## src/hw/dpr_pkg.sv

```systemverilog
// dpr_pkg: offsets, field positions, reset values and rate codes for the
// datapath setup and receive mode register pair.
// assumes an 8-bit local register port with byte offsets as addresses.
package dpr_pkg;
  localparam logic [7:0] DATAPATH_SETUP_OFS     = 8'h22;
  localparam logic [7:0] RECEIVE_MODE_STATE_OFS = 8'h23;
  localparam logic [7:0] DATAPATH_SETUP_RST     = 8'h00;
  localparam logic [7:0] DATA_ZERO              = 8'h00;
  localparam logic       AUTO_AUDIO_RST         = 1'h1;
  // datapath setup fields
  localparam int FORWARD_LOAD_LOCK_BIT  = 7;
  localparam int VIDEO_PASS_UNGATED_BIT = 6;
  localparam int DATA_ENABLE_POL_BIT    = 5;
  localparam int AUX_AUDIO_SUPPR_BIT    = 4;
  localparam int QUAD_OVERRIDE_BIT      = 3;
  localparam int NARROW_COLOUR_BIT      = 2;
  localparam int AUDIO_INBAND_BIT       = 1;
  localparam int QUAD_AUDIO_BIT         = 0;
  localparam int LOADABLE_TOP           = 6;
  // receive mode fields
  localparam int RETURN_RATE_SEL_BIT    = 6;
  localparam int AUTO_AUDIO_BIT         = 5;
  localparam int RETURN_FAST_RATE_BIT   = 4;
  localparam int CABLE_COAX_BIT         = 3;
  localparam int REPEATER_BIT           = 2;
  typedef enum logic [1:0] {
    RATE_5M  = 2'b00,
    RATE_10M = 2'b01,
    RATE_20M = 2'b10
  } dpr_rate_t;
endpackage

```

## src/hw/dpr_regs.sv

```systemverilog
// dpr_regs: datapath setup and receive mode registers with forward-channel
// load path and decoded control outputs.
// assumes synchronous inputs on sys_clk; strap pins stable around reset.
//
// Contract
// - lock bit set ignores forward-channel loads
// - lock clear lets forward load bits 6..0
// - ungated bit passes colour ignoring data enable
// - ungated mode disables protection, blocks audio
// - polarity bit selects data enable sense
// - suppress bit stops packetized audio output
// - override takes quad setting from bit 0
// - colour bit selects 18 or 24 bit
// - no surround audio in repeater 18-bit
// - transport bit selects in-band or island
// - quad audio bit enables four-channel audio
// - datapath register resets to zero
// - rate select picks 5 or 10 Mbps
// - fast bit forces 20 Mbps, ignores select
// - auto audio resets to one, auto-detects
// - fast bit loaded from strap on the first clock after reset release
// - cable bit strap loaded, coax or pair
// - repeater bit read-only from strap
//
// The address-and-strobe port was left to the implementer.
`timescale 1ns/1ps
`default_nettype none
module dpr_regs (
  input  wire logic        sys_clk,
  input  wire logic        sys_rst,
  input  wire logic [7:0]  regAddr,
  input  wire logic [7:0]  regWrData,
  input  wire logic        regWrite,
  input  wire logic        regRead,
  output logic      [7:0]  regRdData,
  input  wire logic        fwdLoad,
  input  wire logic [6:0]  fwdData,
  input  wire logic        strapFastRate,
  input  wire logic        strapCoax,
  input  wire logic        strapRepeater,
  input  wire logic        dataEnableIn,
  output logic             colourPass,
  output logic             protectDisable,
  output logic             audioOutEnable,
  output logic             narrowColour,
  output logic             audioInBand,
  output logic             quadAudio,
  output logic             surroundAllowed,
  output logic             autoAudio,
  output logic             cableCoax,
  output dpr_pkg::dpr_rate_t returnRate
);

  ////////////////////////////////////////////////////////////////////////////
  // datapath setup register
  logic [7:0] dpSetup_r;
  logic       lock;
  logic       wrDp;
  logic       wrRm;

  assign lock = dpSetup_r[dpr_pkg::FORWARD_LOAD_LOCK_BIT];
  assign wrDp = regWrite && (regAddr == dpr_pkg::DATAPATH_SETUP_OFS);
  assign wrRm = regWrite && (regAddr == dpr_pkg::RECEIVE_MODE_STATE_OFS);

  // local write wins over a same-cycle forward load; software intent first
  always_ff @(posedge sys_clk) begin
    if (sys_rst) begin
      dpSetup_r <= dpr_pkg::DATAPATH_SETUP_RST;
    end else if (wrDp) begin
      dpSetup_r <= regWrData;
    end else if (fwdLoad && !lock) begin
      dpSetup_r[dpr_pkg::LOADABLE_TOP:0] <= fwdData;
    end
  end

  ////////////////////////////////////////////////////////////////////////////
  // receive mode register
  logic rateSel_r;
  logic autoAudio_r;
  logic fastRate_r;
  logic coax_r;
  logic repeater_r;
  logic strapPending_r;

  // straps caught on the first clock after reset release, not under reset
  always_ff @(posedge sys_clk) begin
    if (sys_rst) begin
      strapPending_r <= 1'h1;
    end else begin
      strapPending_r <= 1'h0;
    end
  end

  always_ff @(posedge sys_clk) begin
    if (sys_rst) begin
      rateSel_r   <= 1'h0;
      autoAudio_r <= dpr_pkg::AUTO_AUDIO_RST;
      fastRate_r  <= 1'h0;
      coax_r      <= 1'h0;
      repeater_r  <= 1'h0;
    end else if (strapPending_r) begin
      // strap cycle: only the strap-loaded bits lose a same-cycle write
      if (wrRm) begin
        rateSel_r   <= regWrData[dpr_pkg::RETURN_RATE_SEL_BIT];
        autoAudio_r <= regWrData[dpr_pkg::AUTO_AUDIO_BIT];
      end
      fastRate_r <= strapFastRate;
      coax_r     <= strapCoax;
      repeater_r <= strapRepeater;
    end else if (wrRm) begin
      rateSel_r   <= regWrData[dpr_pkg::RETURN_RATE_SEL_BIT];
      autoAudio_r <= regWrData[dpr_pkg::AUTO_AUDIO_BIT];
      fastRate_r  <= regWrData[dpr_pkg::RETURN_FAST_RATE_BIT];
      coax_r      <= regWrData[dpr_pkg::CABLE_COAX_BIT];
    end
  end

  ////////////////////////////////////////////////////////////////////////////
  // read port
  logic [7:0] rmView;

  always_comb begin
    rmView = dpr_pkg::DATA_ZERO;
    rmView[dpr_pkg::RETURN_RATE_SEL_BIT]  = rateSel_r;
    rmView[dpr_pkg::AUTO_AUDIO_BIT]       = autoAudio_r;
    rmView[dpr_pkg::RETURN_FAST_RATE_BIT] = fastRate_r;
    rmView[dpr_pkg::CABLE_COAX_BIT]       = coax_r;
    rmView[dpr_pkg::REPEATER_BIT]         = repeater_r;
  end

  // unmapped addresses read zero
  always_ff @(posedge sys_clk) begin
    if (sys_rst) begin
      regRdData <= dpr_pkg::DATA_ZERO;
    end else if (regRead && regAddr == dpr_pkg::DATAPATH_SETUP_OFS) begin
      regRdData <= dpSetup_r;
    end else if (regRead && regAddr == dpr_pkg::RECEIVE_MODE_STATE_OFS) begin
      regRdData <= rmView;
    end else begin
      regRdData <= dpr_pkg::DATA_ZERO;
    end
  end

  ////////////////////////////////////////////////////////////////////////////
  // decoded controls
  logic ungated;
  logic deActive;

  assign ungated = dpSetup_r[dpr_pkg::VIDEO_PASS_UNGATED_BIT];
  assign deActive = dataEnableIn ^ dpSetup_r[dpr_pkg::DATA_ENABLE_POL_BIT];

  always_ff @(posedge sys_clk) begin
    if (sys_rst) begin
      colourPass      <= 1'h0;
      protectDisable  <= 1'h0;
      audioOutEnable  <= 1'h0;
      narrowColour    <= 1'h0;
      audioInBand     <= 1'h0;
      quadAudio       <= 1'h0;
      surroundAllowed <= 1'h0;
    end else begin
      colourPass     <= ungated || deActive;
      protectDisable <= ungated;
      audioOutEnable <= !ungated &&
                        !dpSetup_r[dpr_pkg::AUX_AUDIO_SUPPR_BIT];
      narrowColour   <= dpSetup_r[dpr_pkg::NARROW_COLOUR_BIT];
      audioInBand    <= dpSetup_r[dpr_pkg::AUDIO_INBAND_BIT];
      quadAudio      <= dpSetup_r[dpr_pkg::QUAD_OVERRIDE_BIT] &&
                        dpSetup_r[dpr_pkg::QUAD_AUDIO_BIT];
      // surround needs the quad path; repeater at 18 bit forbids it
      surroundAllowed <= !(repeater_r &&
                           dpSetup_r[dpr_pkg::NARROW_COLOUR_BIT]) &&
                         dpSetup_r[dpr_pkg::QUAD_OVERRIDE_BIT] &&
                         dpSetup_r[dpr_pkg::QUAD_AUDIO_BIT];
    end
  end

  assign autoAudio = autoAudio_r;
  assign cableCoax = coax_r;

  // rate changes glitch the back channel; host arms auto-ack first
  always_ff @(posedge sys_clk) begin
    if (sys_rst) begin
      returnRate <= dpr_pkg::RATE_5M;
    end else if (fastRate_r) begin
      returnRate <= dpr_pkg::RATE_20M;
    end else if (rateSel_r) begin
      returnRate <= dpr_pkg::RATE_10M;
    end else begin
      returnRate <= dpr_pkg::RATE_5M;
    end
  end
endmodule
`default_nettype wire

```

## config.mk

```make
export PLATFORM = sky130hd
export DESIGN_NAME = dpr_regs
export DESIGN_NICKNAME = d
export VERILOG_FILES = /design/src/hw/dpr_pkg.sv /design/src/hw/dpr_regs.sv
export SDC_FILE = /design/constraint.sdc
export NUM_CORES = 1
export LEC_CHECK = 0
export BUFFER_PORTS_ARGS = -buffer_cell sky130_fd_sc_hd__buf_2
export CAP_MARGIN = 20
export CORE_ASPECT_RATIO = 1.5
export CORE_UTILIZATION = 40
export CTS_CLUSTER_DIAMETER = 80
export DETAILED_ROUTE_END_ITERATION = 12
export GPL_TIMING_DRIVEN = 0
export PLACE_DENSITY_LB_ADDON = 0.2
export REMOVE_ABC_BUFFERS = 1
export SLEW_MARGIN = 30
export SYNTH_ARGS = -nofsm -noshare
export SYNTH_HDL_FRONTEND = slang
export SYNTH_SLANG_ARGS = --single-unit
```

## constraint.sdc

```tcl
create_clock -name sys_clk -period 1.9 [get_ports sys_clk]
set_clock_uncertainty 0.2 [all_clocks]
set_input_delay 0.095 -clock sys_clk [delete_from_list [all_inputs] [get_ports sys_clk]]
set_output_delay 0.095 -clock sys_clk [all_outputs]
set_load 0.1 [all_outputs]
```

After elaboration in Yosys (flattened, before gate mapping)
Cells that the tools add are included.
{"block": "word_totals", "input_bits": 32, "reg_bits": 31, "rom_bits": 0, "output_inout_bits": 19, "elab_cells": 50, "latchBits": 0, "memories": 0, "ramBits": 0}
{"block": "classes", "n_lt_le_gt_ge": 0, "shifts": 0, "n_mul": 0, "reduce_logical": 18, "eq_ne": 2, "n_mux": 11, "n_addsub": 0, "div_mod_pow": 0, "bitwise_logic": 1}
{"operator": "7-bit two-way mux", "n": 3}
{"operator": "8-bit by 6-bit == test with 1-bit output (second input constant)", "n": 2}
{"operator": "1-bit logical AND", "n": 10}
{"operator": "8-bit two-way mux", "n": 1}
{"operator": "1-bit two-way mux", "n": 6}
{"operator": "1-bit zero test", "n": 4}
{"operator": "2-bit nonzero test", "n": 2}
{"operator": "2-bit two-way mux", "n": 1}
{"operator": "2-bit OR reduction", "n": 1}
{"operator": "1-bit logical OR", "n": 1}
{"operator": "1-bit bitwise XOR", "n": 1}

Longest topological paths before layout
{"block": "depth", "ltp_word": 4, "depth_mapped": 5, "depth_no_buf": 3}

Worst setup path after synthesis
Ideal clock, no wire load.
{"block": "synth_timing", "path_kind": "reg-to-reg", "start": "register, netlist name cableCoax", "end": "register coax_r (netlist: cableCoax)", "synth_period_minus_slack_ns": 1.642, "setup_ns": 0.095, "n_path_buf": 0, "arrival_time_ns": 1.347, "path_stages_with_launch": 3, "required_time_ns": 1.605, "path_slack_ns": 0.258, "cell_sequence": "dfxtp_1 > o31ai_1 > a221oi_1"}
{"element": "end signal, assigned", "line": "dpr_regs.sv:108", "rtl": "coax_r <= strapCoax;"}
{"element": "end signal, assigned", "line": "dpr_regs.sv:114", "rtl": "coax_r <= regWrData[dpr_pkg::CABLE_COAX_BIT];"}
{"element": "end, declared", "line": "dpr_regs.sv:81", "rtl": "logic coax_r;"}

Final worst setup path
{"block": "layout_timing", "start": "input regAddr[4]", "end": "register regRdData[3]"}
{"block": "layout_between", "elab_chain_cells": 4, "elab_cells_between_ends": 6, "classes_between": "2 x eq/ne; 2 x mux; 2 x reduce/logical"}
{"element": "start, declared", "line": "dpr_regs.sv:31", "rtl": "input wire logic [7:0] regAddr,"}
{"element": "8-bit by 6-bit == test with 1-bit output", "line": "dpr_regs.sv:137", "rtl": "end else if (regRead && regAddr == dpr_pkg::RECEIVE_MODE_STATE_OFS) begin"}
{"element": "1-bit logical AND", "line": "dpr_regs.sv:137"}
{"element": "7-bit two-way mux", "line": "dpr_regs.sv:137"}
{"element": "8-bit two-way mux *", "line": "dpr_regs.sv:135", "rtl": "end else if (regRead && regAddr == dpr_pkg::DATAPATH_SETUP_OFS) begin"}
{"element": "end signal, assigned", "line": "dpr_regs.sv:134", "rtl": "regRdData <= dpr_pkg::DATA_ZERO;"}
{"element": "end signal, assigned", "line": "dpr_regs.sv:136", "rtl": "regRdData <= dpSetup_r;"}
{"element": "end signal, assigned", "line": "dpr_regs.sv:138", "rtl": "regRdData <= rmView;"}
{"element": "end, declared", "line": "dpr_regs.sv:35", "rtl": "output logic [7:0] regRdData,"}
Mark *: on every way between the ends. The rest lies on a longest branch, timed or not.
A chain may end at the register's enable or synchronous reset.

==> results.json <==
{
  "cp.depth": 4,
  "drtIter0Drc": 18,
  "dp_hpwl_mm": 1.83,
  "fin_crit_ns": 1.81,
  "finalWorstSetupSlack_ns": 0.0904,
  "ys.flop_type": "dfxtp_1",
  "hold_violations": 0,
  "cts_buffers": 5,
  "grt_start_max_net_pins": 25,
  "synthCells": 108,
  "top_layer_used": "met4",
  "die-area_um2": 3210,
  "path_cells": "buf_2 -> or4b_1 -> nor4_4 -> a22o_1",
  "setup_viol": 0,
  "reg2reg_slack_ns": 0.17,
  "syn_area_um2": 1190,
  "synth_top_cell_by_area": "dfxtp_1",
  "nets": 211,
  "io_buffers": 50,
  "yosys.cell_types.count": 29,
  "cts.sinks": 31,
  "path_max_fanout": 14,
  "yosysMostFrequentCell": "dfxtp_1",
  "die_y_um": 68.9,
  "grt_usage_pct": 20.8,
  "path_class": "in2reg",
  "reg2reg_from": "dpSetup_r[7]$_SDFFE_PP0N_",
  "start_util_pct": 43.2,
  "dp.cells": 188,
  "cts_resized": 0,
  "cp.arrival_ns": 1.84,
  "cp_slowest_cell": "or4b_1",
  "syn_to_final_growth_pct": 48.4,
  "clockRootBuffer": "clkbuf_8",
  "rows": 23,
  "outcome": "completed",
  "max_stage_delay_ns": 0.82,
  "cts_tree": "yes",
  "max-slew-margin-rel_pct": 43.7,
  "hold_depth": 3,
  "drc": 0,
  "reg2regPathDepth": 3,
  "yosys_register_bits": 31,
  "cts_post_setup_buffers_inserted": 0,
  "antenna_cells": 0,
  "wl_per_cell_um": 13.3,
  "drt-total-wl_mm": 2.88,
  "avgSynthCellArea_um2": 11.1,
  "dieWidth_um": 46.6,
  "setup.worst_path.start": "regAddr[4]",
  "place_ws_ns": -0.208,
  "synth_top_area_share_pct": 52.0,
  "register_area_um2": 621,
  "ant_nets": 0,
  "coreArea_um2": 2760,
  "vias": 1098,
  "seq_area_frac_synth_pct": 52.0,
  "grt_pass1_vias": 1046,
  "critPathBufInv": 1,
  "synthArstFlopShare_pct": 0,
  "multi_input_area_um2": 533,
  "hold_path.class": "in2reg",
  "max_freq_mhz": 553,
  "synth_top_cells_by_count": "31 x dfxtp_1, 8 x a211oi_1, 8 x mux2i_1, 8 x nor4_1",
  "gp_congestion": 0.718,
  "grt_overflow": 0,
  "tightest_slew_ns": 0.843,
  "ys_top_cells_by_area": "dfxtp_1 52%, mux2i_1 6.7%, a211oi_1 5.0%",
  "fin_crit_sh_pct": 95.2,
  "h-tree-depth": 2,
  "drv_cap": 0,
  "crit_required_ns": 1.93,
  "start_kind": "input port",
  "p_leak_nw": 0.777,
  "wl_met2_mm": 1.53,
  "clk_latency_ns": 0.28,
  "antenna_found_initial": 0,
  "grt_pass1_wl_mm": 4.57,
  "wl_met3_um": 165,
  "fillers": 256,
  "stdcell_count": 217,
  "yosysWarningCount": 0,
  "wl_met1_mm": 1.13,
  "cts_buffer_depth": 2,
  "drive_above_1_share_pct": 33.9,
  "synth-edff-count": 0,
  "finalMaxSlewViolations": 0,
  "ctsHoldBuffers": 20,
  "path_clk_slew_ns": 0.06,
  "min-delay-start": "regWrData[1]",
  "rsz0062_at_grt": "false",
  "critPathTopFamily": "simple AND/OR/NAND/NOR gates",
  "dr.pass1.iters": 4,
  "crit_path_end_kind": "register",
  "power_density_nw_per_um2": 820,
  "via_per_inst": 5.06,
  "ir_drop_mv": 0.494,
  "pin_count": 51
}
==> layer usage <==
layer	vias to the layer above	global-route usage (%)
met1	494	22.6
met2	42	35.6
met3	6	7.03
met4	0	8.82
met5	-	0
li1	556	-
==> registers in the layout, indices dropped and copies added (netlist names) <==
register,cells
dpSetup_r,8
regRdData,8
returnRate,2
audioInBand,1
audioOutEnable,1
autoAudio,1
cableCoax,1
colourPass,1
fastRate_r,1
narrowColour,1
protectDisable,1
quadAudio,1
rateSel_r,1
repeater_r,1
strapPending_r,1
surroundAllowed,1
==> cell usage in the layout, fill, tap and decap left out, drive strengths merged, types with 2 or more instances in the layout <==
master / instances
buf: 50
and2: 3
clkbuf: 8
a221oi: 2
nand4: 2
o31ai: 4
nor2: 4
dfxtp: 31
dlygate4sd3: 21
a21oi: 2
nor2b: 5
a22o: 5
nor4: 10
a211oi: 8
a41oi: 2
or4bb: 2
mux2i: 8
inv: 3
==> worst register-to-register path, stage by stage, from the launching register on <==
cell and delay, ns:
dfxtp_1 0.32, nor2b_1 0.66, mux2i_1 0.17, a211oi_1 0.29
==> worst paths after layout <==
| check | end |
|---|---|
| hold reg to reg | audioOutEnable$_SDFF_PP0_ |
| setup reg to reg | dpSetup_r[1]$_SDFFE_PP0P_ |
| setup / recovery | regRdData[3]$_SDFF_PP0_ |
| hold / removal | dpSetup_r[1]$_SDFFE_PP0P_ |
==> area by class of cell <==
| type | instances | share of cell area (%) |
|---|---|---|
| Tap cell | 37 | 2.61 |
| Sequential cell | 31 | 35.0 |
| Multi-Input combinational cell | 67 | 30.1 |
| Inverter | 3 | 0.636 |
| Clock buffer | 8 | 5.65 |
| Timing Repair Buffer | 71 | 26.0 |
==> per-stage QoR <==
| step | setup TNS, ns | hold WS [ns] | total power, mW | instance area [um^2] | utilization (%) |
|---|---|---|---|---|---|
| 6_report | 0 | 0.0259 | 1.45 | 1770 | 64.1 |
| 2_1_floorplan | 0 | -0.0773 | 0.811 | 1160 | - |
| 4_1_cts | 0 | 0.00122 | 1.46 | 1760 | 63.8 |
| 5_1_grt | 0 | 0.0292 | 1.52 | 1770 | 64.1 |
| 3_3_place_gp | -1.41 | 0.129 | 0.875 | 1460 | 52.9 |
| 3_5_place_dp | -1.51 | 0.160 | 0.878 | 1460 | 52.9 |
==> power breakdown <==
group | total (mW) | switching, mW | internal (mW)
registers | 0.687 | 0.0140 | 0.672
logic | 0.209 | 0.129 | 0.0803
clock network | 0.558 | 0.228 | 0.330
==> logic make-up (layout without fill, tap and decap cells) <==
logic type | Yosys count | after routing | synth area share, %
buffers and inverters | 10 | 82 | 3.35
AOI/OAI and AO/OA | 25 | 25 | 16.1
muxes | 8 | 8 | 6.71
DFF | 31 | 31 | 52.0
and+or+nand+nor | 33 | 33 | 21.1
xor gates and xnor gates | 1 | 1 | 0.734
Note: power is estimated with default switching activity, not from simulation.
